### config.mk
export PLATFORM = sky130hd
export DESIGN_NAME = csc_sysctl
export DESIGN_NICKNAME = d
export VERILOG_FILES = /design/src/inc/csc_pkg.sv /design/src/inc/csc_pwr_if.sv /design/src/verilog/csc_power_seq.sv /design/src/verilog/csc_sysctl.sv
export SDC_FILE = /design/constraint.sdc
export NUM_CORES = 1
export LEC_CHECK = 0
export BUFFER_PORTS_ARGS = -buffer_cell sky130_fd_sc_hd__buf_2
export CAP_MARGIN = 20
export CORE_UTILIZATION = 50
export CTS_CLUSTER_DIAMETER = 150
export CTS_CLUSTER_SIZE = 8
export DETAILED_ROUTE_END_ITERATION = 7
export GPL_TIMING_DRIVEN = 0
export PLACE_DENSITY = 0.81
export REMOVE_ABC_BUFFERS = 1
export SLEW_MARGIN = 20
export SYNTH_ARGS = -nofsm -noshare
export SYNTH_HDL_FRONTEND = slang
export SYNTH_SLANG_ARGS = --single-unit
export TNS_END_PERCENT = 5
### constraint.sdc
create_clock -name mclk -period 2.5 [get_ports mclk]
set_input_delay 0.375 -clock mclk [delete_from_list [all_inputs] [get_ports mclk]]
set_output_delay 0.375 -clock mclk [all_outputs]
set_load 0.01 [all_outputs]
### src/inc/csc_pkg.sv
// Constants for the card-bus system control bits block.
// Assumes a 200 MHz mclk and byte offsets in configuration space.
package csc_pkg;
  localparam logic [7:0]  SC_OFFSET      = 8'h80;
  localparam logic [31:0] SC_RESET_WORD  = 32'h0800_9060;
  localparam logic [31:0] SC_OWN_MASK    = 32'h0060_FFE0;
  localparam int          B_RSVD_DRIVE   = 22;
  localparam int          B_PROT_DIS     = 21;
  localparam int          B_BURST_DN     = 15;
  localparam int          B_BURST_UP     = 14;
  localparam int          B_ACTIVITY     = 13;
  localparam int          B_ONE          = 12;
  localparam int          B_STREAM       = 11;
  localparam int          B_UP_DLY       = 10;
  localparam int          B_DOWN_DLY     = 9;
  localparam int          B_INTERROG     = 8;
  localparam int          B_ZERO         = 7;
  localparam int          B_LOW_POW      = 6;
  localparam int          B_ID_LOCK      = 5;
  localparam logic        RST_RSVD_DRIVE = 1'b1;
  localparam logic        RST_PROT_DIS   = 1'b0;
  localparam logic        RST_BURST_DN   = 1'b1;
  localparam logic        RST_BURST_UP   = 1'b0;
  localparam logic        RST_LOW_POW    = 1'b1;
  localparam logic        RST_ID_LOCK    = 1'b1;
  localparam int          CLK_MHZ        = 200;
  localparam int          PSW_BIT_NS     = 500;
  localparam int          UP_DELAY_US    = 20;
  localparam int          DOWN_DELAY_US  = 10;
  localparam int          STREAM_BITS    = 8;
  localparam int          PSW_BIT_CYC    = (PSW_BIT_NS * CLK_MHZ) / 1000;
  localparam int          UP_DELAY_CYC   = UP_DELAY_US * CLK_MHZ;
  localparam int          DOWN_DELAY_CYC = DOWN_DELAY_US * CLK_MHZ;
  typedef enum logic [1:0] {
    PS_IDLE   = 2'b00,
    PS_STREAM = 2'b01,
    PS_DELAY  = 2'b10
  } csc_pstate_e;
endpackage

### src/inc/csc_pwr_if.sv
// Link between the register bank and the power switch sequencer.
// Assumes both ends run on the same mclk.
`timescale 1ns/10ps
interface csc_pwr_if;
  logic       powerReq;
  logic       powerUp;
  logic [7:0] powerWord;
  logic       streamBusy;
  logic       upDelayBusy;
  logic       downDelayBusy;
  modport ctrl (output powerReq, output powerUp, output powerWord,
                input streamBusy, input upDelayBusy, input downDelayBusy);
  modport seq  (input powerReq, input powerUp, input powerWord,
                output streamBusy, output upDelayBusy, output downDelayBusy);
endinterface

### src/verilog/csc_power_seq.sv
// Power switch serial stream and settling delay sequencer.
// Assumes requests arrive as one-cycle pulses on mclk.
`timescale 1ns/10ps
module csc_power_seq #(
  parameter int BIT_CYC  = csc_pkg::PSW_BIT_CYC,
  parameter int UP_CYC   = csc_pkg::UP_DELAY_CYC,
  parameter int DOWN_CYC = csc_pkg::DOWN_DELAY_CYC
) (
  input  wire logic mclk,
  input  wire logic reset,
  csc_pwr_if.seq    pwr,
  output logic      pswData,
  output logic      pswLatch
);
  typedef struct packed {
    csc_pkg::csc_pstate_e st;
    logic [3:0]           bitCnt;
    logic [7:0]           divCnt;
    logic [12:0]          dlyCnt;
    logic [7:0]           shift;
    logic                 up;
    logic                 data;
    logic                 latch;
  } csc_seq_s;

  csc_seq_s st_reg;
  csc_seq_s st_next;
  logic     tick;

  assign tick = (st_reg.divCnt == 8'(BIT_CYC - 1));

  always_comb begin
    st_next = st_reg;
    st_next.latch = 1'b0;
    unique case (st_reg.st)
      csc_pkg::PS_IDLE: begin
        // Requests while busy are dropped, the stream is never cut short
        if (pwr.powerReq) begin
          st_next.st = csc_pkg::PS_STREAM;
          st_next.shift = pwr.powerWord;
          st_next.up = pwr.powerUp;
          st_next.bitCnt = 4'h0;
          st_next.divCnt = 8'h00;
        end
      end
      csc_pkg::PS_STREAM: begin
        st_next.divCnt = tick ? 8'h00 : st_reg.divCnt + 8'h01;
        if (tick) begin
          st_next.data = st_reg.shift[7];
          st_next.shift = {st_reg.shift[6:0], 1'b0};
          st_next.bitCnt = st_reg.bitCnt + 4'h1;
          if (st_reg.bitCnt == 4'(csc_pkg::STREAM_BITS - 1)) begin
            st_next.st = csc_pkg::PS_DELAY;
            st_next.latch = 1'b1;
            st_next.dlyCnt = st_reg.up ? 13'(UP_CYC - 1) : 13'(DOWN_CYC - 1);
          end
        end
      end
      csc_pkg::PS_DELAY: begin
        st_next.dlyCnt = st_reg.dlyCnt - 13'h0001;
        if (st_reg.dlyCnt == 13'h0000) begin
          st_next.st = csc_pkg::PS_IDLE;
        end
      end
      default: st_next.st = csc_pkg::PS_IDLE;
    endcase
  end

  always_ff @(posedge mclk or posedge reset) begin
    if (reset) begin
      st_reg <= '{st: csc_pkg::PS_IDLE, default: '0};
    end else begin
      st_reg <= st_next;
    end
  end

  assign pwr.streamBusy    = (st_reg.st != csc_pkg::PS_IDLE);
  assign pwr.upDelayBusy   = (st_reg.st == csc_pkg::PS_DELAY) && st_reg.up;
  assign pwr.downDelayBusy = (st_reg.st == csc_pkg::PS_DELAY) && !st_reg.up;
  assign pswData  = st_reg.data;
  assign pswLatch = st_reg.latch;
endmodule

### src/verilog/csc_sysctl.sv
// System control bits 22..5 of a dual-function card-bus controller.
// Assumes a single-cycle configuration port on mclk; reset is the global reset.
// Summary of operation
// - Bit 22 set drives reserved card terminals low once a card is inserted.
// - Bit 21 per socket; set disables supply protection for 16-bit cards.
// - Downstream memory read bursts allowed only while bit 15 is set; resets set.
// - Upstream memory read bursts allowed only while bit 14 is set; resets clear.
// - Bit 13 per socket, set by card access, cleared by a read with byte enable 1 set.
// - Bit 12 always reads one, writes ignored.
// - Bit 11 high from supply change request until stream and delay finish.
// - Bit 10 high after power-up stream sent until up delay expires.
// - Bit 9 high after power-down stream sent until down delay expires.
// - Bit 8 per socket reads one while card interrogation runs.
// - Bit 7 always reads zero, writes ignored.
// - Bit 6 shared, resets set, enables reduced consumption mode.
// - Bit 5 set makes identification registers read-only; clear allows writes.
// - These bits are cleared only by the global reset, no lesser reset.
// - Power context bits 10..8 cleared by global reset, PME enabled or not.
// - Register sits at offset 0x80 in functions 0 and 1.
`timescale 1ns/10ps
module csc_sysctl #(
  parameter int BIT_CYC  = csc_pkg::PSW_BIT_CYC,
  parameter int UP_CYC   = csc_pkg::UP_DELAY_CYC,
  parameter int DOWN_CYC = csc_pkg::DOWN_DELAY_CYC
) (
  input  wire logic        mclk,
  input  wire logic        reset,
  input  wire logic        cfgWrite,
  input  wire logic        cfgRead,
  input  wire logic        cfgFunc,
  input  wire logic [7:0]  cfgAddr,
  input  wire logic [3:0]  cfgByteEn,
  input  wire logic [31:0] cfgWrData,
  output logic      [31:0] cfgRdData,
  output logic             cfgRdValid,
  input  wire logic [1:0]  socketAccess,
  input  wire logic [1:0]  interrogBusy,
  input  wire logic [1:0]  cardbusInserted,
  input  wire logic        powerReq,
  input  wire logic        powerUp,
  input  wire logic [7:0]  powerWord,
  output logic             pswData,
  output logic             pswLatch,
  output logic      [1:0]  rsvdPinOut,
  output logic      [1:0]  rsvdPinOe,
  output logic      [1:0]  supplyProtectEn,
  output logic             readBurstDownstreamEn,
  output logic             readBurstUpstreamEn,
  output logic             lowConsumptionEn,
  output logic             idRegistersLock
);
  typedef struct packed {
    logic        rsvdDrive;
    logic [1:0]  protDis;
    logic        burstDn;
    logic        burstUp;
    logic [1:0]  activity;
    logic        lowPow;
    logic        idLock;
    logic [1:0]  intBusy;
    logic [1:0]  insSync1;
    logic [1:0]  insSync2;
    logic [1:0]  rsvdOe;
    logic [31:0] rdData;
    logic        rdValid;
  } csc_sc_s;

  csc_sc_s    st_reg;
  csc_sc_s    st_next;
  csc_pwr_if  pwr ();
  logic       hit;
  logic [1:0] actClr;
  logic [31:0] rdWord;

  assign pwr.powerReq  = powerReq;
  assign pwr.powerUp   = powerUp;
  assign pwr.powerWord = powerWord;

  csc_power_seq #(
    .BIT_CYC  (BIT_CYC),
    .UP_CYC   (UP_CYC),
    .DOWN_CYC (DOWN_CYC)
  ) u_seq (
    .mclk     (mclk),
    .reset    (reset),
    .pwr      (pwr.seq),
    .pswData  (pswData),
    .pswLatch (pswLatch)
  );

  assign hit = (cfgAddr == csc_pkg::SC_OFFSET);

  always_comb begin
    // Bits outside this block read back at their printed reset value
    rdWord = csc_pkg::SC_RESET_WORD & ~csc_pkg::SC_OWN_MASK;
    rdWord[csc_pkg::B_RSVD_DRIVE] = st_reg.rsvdDrive;
    rdWord[csc_pkg::B_PROT_DIS]   = st_reg.protDis[cfgFunc];
    rdWord[csc_pkg::B_BURST_DN]   = st_reg.burstDn;
    rdWord[csc_pkg::B_BURST_UP]   = st_reg.burstUp;
    rdWord[csc_pkg::B_ACTIVITY]   = st_reg.activity[cfgFunc];
    rdWord[csc_pkg::B_ONE]        = 1'b1;
    rdWord[csc_pkg::B_STREAM]     = pwr.streamBusy;
    rdWord[csc_pkg::B_UP_DLY]     = pwr.upDelayBusy;
    rdWord[csc_pkg::B_DOWN_DLY]   = pwr.downDelayBusy;
    rdWord[csc_pkg::B_INTERROG]   = st_reg.intBusy[cfgFunc];
    rdWord[csc_pkg::B_ZERO]       = 1'b0;
    rdWord[csc_pkg::B_LOW_POW]    = st_reg.lowPow;
    rdWord[csc_pkg::B_ID_LOCK]    = st_reg.idLock;
  end

  always_comb begin
    st_next = st_reg;
    actClr = 2'b00;
    st_next.rdValid = cfgRead;
    st_next.rdData = 32'h0000_0000;
    if (cfgRead && hit) begin
      st_next.rdData = rdWord;
      if (cfgByteEn[1]) begin
        actClr[cfgFunc] = 1'b1;
      end
    end
    // A card access in the clearing cycle survives the read
    st_next.activity = (st_reg.activity & ~actClr) | socketAccess;
    if (cfgWrite && hit) begin
      if (cfgByteEn[2]) begin
        st_next.rsvdDrive = cfgWrData[csc_pkg::B_RSVD_DRIVE];
        st_next.protDis[cfgFunc] = cfgWrData[csc_pkg::B_PROT_DIS];
      end
      // Function 1 writes to global bits 15, 14, 6 and 5 are dropped; bit 22 takes them
      if (cfgByteEn[1] && !cfgFunc) begin
        st_next.burstDn = cfgWrData[csc_pkg::B_BURST_DN];
        st_next.burstUp = cfgWrData[csc_pkg::B_BURST_UP];
      end
      if (cfgByteEn[0] && !cfgFunc) begin
        st_next.lowPow = cfgWrData[csc_pkg::B_LOW_POW];
        st_next.idLock = cfgWrData[csc_pkg::B_ID_LOCK];
      end
    end
    st_next.intBusy = interrogBusy;
    st_next.insSync1 = cardbusInserted;
    st_next.insSync2 = st_reg.insSync1;
    st_next.rsvdOe = st_reg.insSync2 & {2{st_reg.rsvdDrive}};
  end

  // Only the global reset clears this state; no bus reset reaches it
  always_ff @(posedge mclk or posedge reset) begin
    if (reset) begin
      st_reg <= '{rsvdDrive: csc_pkg::RST_RSVD_DRIVE,
                  protDis:   {2{csc_pkg::RST_PROT_DIS}},
                  burstDn:   csc_pkg::RST_BURST_DN,
                  burstUp:   csc_pkg::RST_BURST_UP,
                  lowPow:    csc_pkg::RST_LOW_POW,
                  idLock:    csc_pkg::RST_ID_LOCK,
                  default:   '0};
    end else begin
      st_reg <= st_next;
    end
  end

  assign cfgRdData             = st_reg.rdData;
  assign cfgRdValid            = st_reg.rdValid;
  assign rsvdPinOut            = 2'b00;
  assign rsvdPinOe             = st_reg.rsvdOe;
  assign supplyProtectEn       = ~st_reg.protDis;
  assign readBurstDownstreamEn = st_reg.burstDn;
  assign readBurstUpstreamEn   = st_reg.burstUp;
  assign lowConsumptionEn      = st_reg.lowPow;
  assign idRegistersLock       = st_reg.idLock;
endmodule

Yosys cells after proc, flatten, opt, wreduce, memory -nomap -nowiden
Index checks and enable logic that the tools add are counted.
{"block": "op_classes", "mux": 28, "bitwise": 5, "order_cmp": 2, "add_sub_neg": 3, "shifts": 0, "div": 0, "n_eq_ne": 9, "mul": 0, "n_reduce_logical": 23}
{"op": "$mux W28", "count": 1}
{"op": "$pmux W13 S2", "count": 1}
{"op": "$pmux W12 S2", "count": 1}
{"op": "$mux W21", "count": 1}
{"op": "$pmux W8 S2", "count": 1}
{"op": "$mux W14", "count": 1}
{"op": "$logic_not A13 Y1", "count": 1}
{"op": "$mux W13", "count": 1}
{"op": "$sub A13 B1 Y13 const B", "count": 1}
{"op": "$mux W12", "count": 1}
{"op": "$reduce_and A2 Y1", "count": 6}
{"op": "$mux W1", "count": 10}
{"op": "$mux W9", "count": 1}
{"op": "$add A8 B1 Y8 const B", "count": 1}
{"op": "$eq A8 B7 Y1 const B", "count": 1}
{"op": "$eq A8 B8 Y1 const B", "count": 1}
{"op": "$mux W2", "count": 4}
{"op": "$mux W8", "count": 1}
{"op": "$logic_and A1 B1 Y1", "count": 7}
{"op": "$mux W6", "count": 1}
{"op": "$ne A2 B1 Y1 const B", "count": 3}
{"op": "$pmux W2 S3", "count": 1}
{"op": "$reduce_and A3 Y1", "count": 2}
{"op": "$reduce_bool A2 Y1", "count": 3}
{"op": "other kinds (15)", "count": 18}
{"block": "totals", "ff_bits": 84, "romBits": 0, "output_inout_bits": 45, "mem_bits_rw": 0, "latch_bits": 0, "word_cells": 91, "memories": 0, "inputBits": 65}

Depth between registers and ports, before layout
Gate-level depths: netlist (run 1).
{"block": "depth", "depth_word": 9, "ltp_mapped": 6, "depth_no_buf": 5}

By module
A second synthesis (run 1) with hierarchy kept.
{"block": "unflattened", "cells_unflattened": 318, "hier_area_um2": 3388.2}
{"module": "csc_power_seq", "seq_area_each_um2": 950.9, "area_each_um2": 2018.2, "cells_per_inst": 201, "n_inst": 1}
{"module": "csc_sysctl", "seq_area_each_um2": 755.7, "area_each_um2": 1370.1, "cells_per_inst": 117, "n_inst": 1}

Worst setup path after synthesis (run 1)
Ideal clock, no wire load.
{"block": "synth_timing", "path_kind": "in2reg", "start": "in cfgAddr[5]", "end": "reg st_reg[43] (netlist name)", "t_required_ns": 2.382, "cell_stages": 6, "arrival_time_ns": 1.685, "n_path_buf": 1, "setup_ns": 0.118, "slack_ns": 0.697, "cell_sequence": "or4b_4 or3_1 buf_6 clkinv_4 nand3b_1 a21o_1"}
{"element": "start: declaration", "line_no": "csc_sysctl.sv:31", "source": "input wire logic [7:0] cfgAddr,"}
{"element": "end signal: assignment", "line_no": "csc_sysctl.sv:148", "source": "st_reg <= '{rsvdDrive: csc_pkg::RST_RSVD_DRIVE,"}
{"element": "end signal: assignment", "line_no": "csc_sysctl.sv:156", "source": "st_reg <= st_next;"}
{"element": "end: declaration", "line_no": "csc_sysctl.sv:68", "source": "csc_sc_s st_reg;"}

Worst setup path after layout (run 1)
{"block": "layout_timing", "start": "reg u_seq.st_reg[24] (netlist name)", "end": "reg u_seq.st_reg[22] (netlist name)"}
{"block": "layout_via", "elab_chain_len": 3}
{"element": "start: declaration", "line_no": "csc_power_seq.sv:26", "source": "csc_seq_s st_reg;"}
{"element": "start signal: assignment", "line_no": "csc_power_seq.sv:73", "source": "st_reg <= st_next;"}
{"element": "$eq A8 B7 Y1", "line_no": "csc_power_seq.sv:30", "source": "assign tick = (st_reg.divCnt == 8'(BIT_CYC - 1));"}
{"element": "$ne A2 B1 Y1 (no line)"}
{"element": "$reduce_and A3 Y1 (no line)"}
No other way between the ends.
A chain may end at the register's enable or synchronous reset.

==> metrics.md, run 1 <==
| Metric | Value |
|---|---|
| Die height | 82.2 µm |
| First-pass GRT wire length | 9720 µm |
| FF+latch count, synth | 68 |
| HP Class | input pin to register |
| Peak supply drop | 0.000345 V |
| Hold slack | 0.132 ns |
| Largest net degree at the start of global routing | 50 |
| Startpoint Class | register |
| Placed Cells | 414 |
| Slew HR | 49.0% |
| EDFF count, synth | 0 |
| Yosys cell types | 48 |
| DP Wirelength | 4120 µm |
| Register area share after synthesis | 53.1% |
| Inserted Clock Buffers | 9 |
| Setup TNS | 0 ns |
| Combinational share of power | 4.2% |
| Main synth FF type | dfrtp_1 |
| YS warnings | 0 |
| Overall power | 2.11 mW |
| Via/cell ratio | 5.20 |
| Clock power frac | 43.3% |
| Fmax | 0.479 GHz |
| Clock Tree Root | clkbuf_8 |
| Final Cycle Share | 83.5% |
| DRC errors left | 0 |
| Clk_lat worst skew | 0.35 ns |
| Pleak | 1.79 nW |
| Max Clock Skew | 0.00886 ns |
| H-Tree Depth | 3 |
| GRT overflow | 0 |
| Required time worst endpoint | 2.74 ns |
| Post-layout util | 60.0% |
| Post-Synthesis Cells | 302 |
| Clock Path Buffers | 2 |
| Placed Area | 3410 µm² |
| # Max-Cap Violations | 0 |
| Final Hold Viols | 0 |
| Final WL | 5770 µm |
| Initial antenna violation count | 0 |
| Via count | 2248 |
| Crit-path cells | ha_1, nor4b_1, nand4_1, mux2_2, a21o_1 |
| Part of the power in registers | 52.6% |
| Worst Setup Slack, final | 0.412 ns |
| Net count reported at finish | 421 |
| DR WL/cell | 13.3 µm |
| Setup WS pre-CTS | -0.125 ns |
| Iteration-0 DRC Markers | 124 |
| Row count | 28 |
| Diodes inserted | 0 |
| GRT Total Usage | 19.7% |
| Yosys top cell by area | dfrtp_1 |
| Final Wtd Congestion | 0.775 |
| Outcome | finished, final reports clean |
| Die area | 6760 µm² |
| Post-synth ARST share | 100% |
| Area added between synthesis and finish | 13.0% |
| Most common cell after layout, fill and taps aside | dfrtp_1 |
| Internal | 1.63 mW |
| Commonest non-fill, non-tap cells in the layout | 64 x dfrtp_1, 61 x buf_2, 23 x nand2_1 |
| Crit Path Max Fanout | 5 |
| DRT Pass-1 Iters | 4 |
| Area of the mapped netlist | 3220 µm² |
| Power Dens Cells | 581 nW/µm² |
| Net switching power | 0.485 mW |
| RSZ-0062 raised after global routing | false |
| Endpoint class of the critical path | register |
| Setup violators final | 0 |
| Crit path DAT | 2.33 ns |
| Dominant cells by area after synthesis | dfrtp_1 50%, buf_4 8.6%, mux2_2 3.5%, dfstp_2 3.3%, nand3_1 2.8% |
| Setup Crit Path Kind | register to register |
| CP max-delay cell | nor4b_1 |
| Mean Syn Cell Area | 10.7 µm² |
| Post-Layout Cell Count | 432 |
| Clk sinks | 68 |
| Core area | 6060 µm² |
| Share of layout cells above drive strength 1 | 28.3% |
| Fin crit period | 2.09 ns |
| Synth top area share | 49.8% |
| Initial core utilization | 53.1% |
| Switching share of power | 23.0% |
| Final Cell Area | 3630 µm² |
| Max Transition Viols Final | 0 |
| TritonCTS clock tree | done |
| Largest stage delay, worst path | 0.63 ns |
| CTS clk-pin slew, worst paths | 0.07 ns |
| Final ANT Viol Nets | 0 |
| Die X | 82.2 µm |
| Port buffer count | 61 |
| IO Pins | 110 |
| Max reg flops | 36 |
| Slew @ Worst Pin | 0.766 ns |
| Vias in the first global route | 2136 |
[logic make-up (layout without fill, tap and decap cells)]
logic type	after synthesis	count (layout)	share of synthesized area (%)
AO/OA/AOI/OAI	37	37	7.55
AND/OR/NAND/NOR	111	111	18.7
XOR/XNOR	10	10	2.72
buffers and inverters	56	91	11.3
adder cells (fa/ha/maj)	4	4	1.56
multiplexers	15	15	5.06
flip-flops	68	68	53.1
other	1	21	0.117
[synth_stat cells (4+ instances only)]
library cell,n
nand4b_1,4
nand3_1,18
and2_1,8
nand4_1,5
dfrtp_1,64
dfstp_2,4
nand2_1,23
nor2_1,20
ha_1,4
o21ai_0,11
mux2i_1,5
or3_1,5
buf_4,37
mux2_2,10
a31oi_1,7
nor4_1,5
inv_1,10
a21o_1,4
nor3_1,4
nand3b_1,5
clkbuf_1,6
xor2_1,8
[area by class of cell]
| cell class | instances | area, µm² |
|---|---|---|
| Clock buffer | 10 | 138 |
| Clock inverter | 6 | 63.8 |
| Fill cell | 496 | 2430 |
| Inverter | 11 | 48.8 |
| Multi-Input combinational cell | 198 | 1230 |
| Sequential cell | 68 | 1710 |
| Tap cell | 75 | 93.8 |
| Timing Repair Buffer | 64 | 350 |
[critical path, delay by kind of cell (launching register included)]
kind | cells | cell delay (ns)
compound gates | 1 | 0.17
flops | 1 | 0.39
fa+ha+maj | 1 | 0.25
simple gates | 2 | 0.86
mux | 1 | 0.32
[power by group through the flow]
stage / Combinational (mW) / Sequential [mW] / Clock, mW
6_report: 0.0879 / 1.11 / 0.914
5_1_grt: 0.101 / 1.11 / 0.987
4_1_cts: 0.0895 / 1.11 / 0.935
3_5_place_dp: 0.0882 / 1.13 / 0
3_3_place_gp: 0.0793 / 1.13 / 0
2_1_floorplan: 0.0378 / 1.13 / 0
[per-layer routing]
layer	wire, µm	share of wire, %	up-vias	global-route usage, %
met5	0	0	-	0
met4	123	2.1	0	8.60
met3	220	3.8	16	7.03
met2	2810	49	53	31.6
met1	2610	45	1093	23.8
li1	-	-	1086	-
[worst paths after layout]
| check | startpoint | slack (ns) | cells past startpoint | to |
|---|---|---|---|---|
| max | u_seq.st_reg[24] | 0.41 | 5 | u_seq.st_reg[22] |
| min | cardbusInserted[1] | 0.13 | 1 | st_next[36] |
| max reg2reg | u_seq.st_reg[24] | 0.41 | 5 | u_seq.st_reg[22] |
| min reg2reg | st_next[35] | 0.35 | 0 | st_reg[35] |
| max in group asynchronous | reset | 1.41 | 4 | idRegistersLock |
| min in group asynchronous | reset | 0.52 | 3 | u_seq.st_reg[30] |
[timing repair]
item | 4_1_cts | 5_1_grt
buffers inserted | 1 | 0
endpoints found under the hold margin | 19 | 0
gates resized for setup | 1 | 0
hold buffers | 1 | 0
endpoints found under the setup margin | 1 | 0
(Power assumes the default switching activity.)
==> inputs of run 2 (changes only) <==
clock period = 2.1 ns   (was 2.5 ns; I/O delays follow)
==> metrics.md, run 2 (same netlist as run 1, synthesis figures left out) <==
| Metric | Value |
|---|---|
| Via/cell ratio | 5.18 (was 5.20) |
| Area added between synthesis and finish | 13.7% (was 13.0%) |
| Met3 Track Usage GR | 7.03% (unchanged) |
| Share of layout cells above drive strength 1 | 29.1% (was 28.3%) |
| Clock Tree Root | clkbuf_8 (unchanged) |
| Setup TNS | 0 ns (unchanged) |
| GRT met1 Usage | 23.8% (unchanged) |
| Via count | 2238 (was 2248) |
| Port buffer count | 61 (unchanged) |
| Peak supply drop | 0.000410 V (was 0.000345 V) |
| DR WL/cell | 13.4 µm (was 13.3 µm) |
| Slew @ Worst Pin | 0.758 ns (was 0.766 ns) |
| Die X | 82.2 µm (unchanged) |
| Required time worst endpoint | 2.29 ns (was 2.74 ns) |
| Final ANT Viol Nets | 0 (unchanged) |
| Crit-path cells | or3_1, o31ai_4, a31oi_1 (was ha_1, nor4b_1, nand4_1, mux2_2, a21o_1) |
| GRT overflow | 0 (unchanged) |
| CTS clk-pin slew, worst paths | 0.08 ns (was 0.07 ns) |
| Iteration-0 DRC Markers | 145 (was 124) |
| Largest net degree at the start of global routing | 50 (unchanged) |
| Die height | 82.2 µm (unchanged) |
| Placed Cells | 414 (unchanged) |
| Initial antenna violation count | 0 (unchanged) |
| RSZ-0062 raised after global routing | false (unchanged) |
| Final Wtd Congestion | 0.775 (unchanged) |
| Die area | 6760 µm² (unchanged) |
| Inserted Clock Buffers | 9 (unchanged) |
| TritonCTS clock tree | done (unchanged) |
| Power Dens Cells | 688 nW/µm² (was 581 nW/µm²) |
| Slew HR | 49.4% (was 49.0%) |
| Final Cell Area | 3660 µm² (was 3630 µm²) |
| # Max-Cap Violations | 0 (unchanged) |
| M2 GR Usage | 31.6% (unchanged) |
| Final WL | 5800 µm (was 5770 µm) |
| Clk_lat worst skew | 0.35 ns (about the same) |
| Core area | 6060 µm² (unchanged) |
| Outcome | finished, final reports clean (unchanged) |
| HP Class | input pin to register (unchanged) |
| Setup violators final | 0 (unchanged) |
| Diodes inserted | 0 (unchanged) |
| Fill cells | 494 (was 496) |
| Max Clock Skew | 0.00775 ns (was 0.00886 ns) |
| DRC errors left | 0 (unchanged) |
| Pleak | 1.79 nW (about the same) |
| Crit Path Max Fanout | 22 (was 5) |
| Most common cell after layout, fill and taps aside | dfrtp_1 (unchanged) |
| Max reg flops | 36 (unchanged) |
| GRT Total Usage | 19.7% (unchanged) |
| First-pass GRT wire length | 9720 µm (unchanged) |
| Setup Crit Path Kind | register to register (unchanged) |
| Row count | 28 (unchanged) |
| H-Tree Depth | 3 (unchanged) |
| Busiest grt layer | met2 (unchanged) |
| Commonest non-fill, non-tap cells in the layout | 64 x dfrtp_1, 61 x buf_2, 23 x nand2_1 (unchanged) |
| Placed Area | 3410 µm² (unchanged) |
| Largest stage delay, worst path | 0.71 ns (was 0.63 ns) |
| Post-Layout Cell Count | 432 (unchanged) |
| Endpoint class of the critical path | register (unchanged) |
| Vias in the first global route | 2136 (unchanged) |
| Crit path DAT | 2.12 ns (was 2.33 ns) |
| CP max-delay cell | o31ai_4 (was nor4b_1) |
| IO Pins | 110 (unchanged) |
| Startpoint Class | register (unchanged) |
| Fin crit period | 1.93 ns (was 2.09 ns) |
| Clk sinks | 68 (unchanged) |
| Max Transition Viols Final | 0 (unchanged) |
| Fmax | 0.518 GHz (was 0.479 GHz) |
| Final Cycle Share | 91.9% (was 83.5%) |
| Post-layout util | 60.3% (was 60.0%) |
| Clock Path Buffers | 2 (unchanged) |
| DP Wirelength | 4120 µm (unchanged) |
| DRT Pass-1 Iters | 4 (unchanged) |
| Net count reported at finish | 421 (unchanged) |
| Initial core utilization | 53.1% (unchanged) |
| Final Hold Viols | 0 (unchanged) |
## run 2: what timing repair did
action	in CTS	in global routing
setup endpoints to repair	12	16
endpoints found under the hold margin	19	0
hold buffers	1	0
pin swaps	1	2
buffers inserted	1	0
gates resized for setup	1	4
## run 2: final cells by class
type | instances | area [µm²] | share of cell area (%)
sequential | 68 | 1710 | 46.7
multi-input combinational | 198 | 1250 | 34.3
timing repair buffer | 64 | 350 | 9.58
clock buffer | 10 | 138 | 3.76
tap | 75 | 93.8 | 2.57
clock inverter | 6 | 63.8 | 1.75
inverter | 11 | 48.8 | 1.33
## run 2: metrics by stage
step / hold slack [ns] / power [mW] / worst slack, ns
2_1_floorplan: 0.331 / 1.39 / 0.0370
3_3_place_gp: 0.335 / 1.44 / -0.648
3_5_place_dp: 0.287 / 1.45 / -0.525
4_1_cts: 0.0596 / 2.54 / 0.0591
5_1_grt: 0.0533 / 2.62 / 0.00194
6_report: 0.0734 / 2.52 / 0.170
## run 2: worst max-delay path: cells and delay by family, from the launching register on
kind / cells / cell delay [ns]
simple gates: 1 / 0.44
flops: 1 / 0.44
compound gates: 2 / 0.88
## run 2: per-layer routing
layer  up-vias  routed length [µm]
met3         9                 207
met4         0                 113
met1      1100                2610
met5         -                   0
met2        44                2870
li1       1085                   -
## run 2: path summary, 6_finish.rpt
| kind | start | to | cells after the start | slack [ns] |
|---|---|---|---|---|
| max | u_seq.st_reg[27] | u_seq.st_reg[8] | 3 | 0.17 |
| min reg2reg | st_next[35] | st_reg[35] | 0 | 0.35 |
| max reg2reg | u_seq.st_reg[27] | u_seq.st_reg[8] | 3 | 0.17 |
| min | cardbusInserted[1] | st_next[36] | 1 | 0.07 |
| max in group asynchronous | reset | idRegistersLock | 4 | 1.07 |
| min in group asynchronous | reset | u_seq.st_reg[30] | 3 | 0.46 |
## run 2: report_power, final
part           internal [mW]  switching [mW]
Sequential              1.32         0.00297
Combinational         0.0402          0.0645
Clock                  0.578           0.511
Total                   1.94           0.578
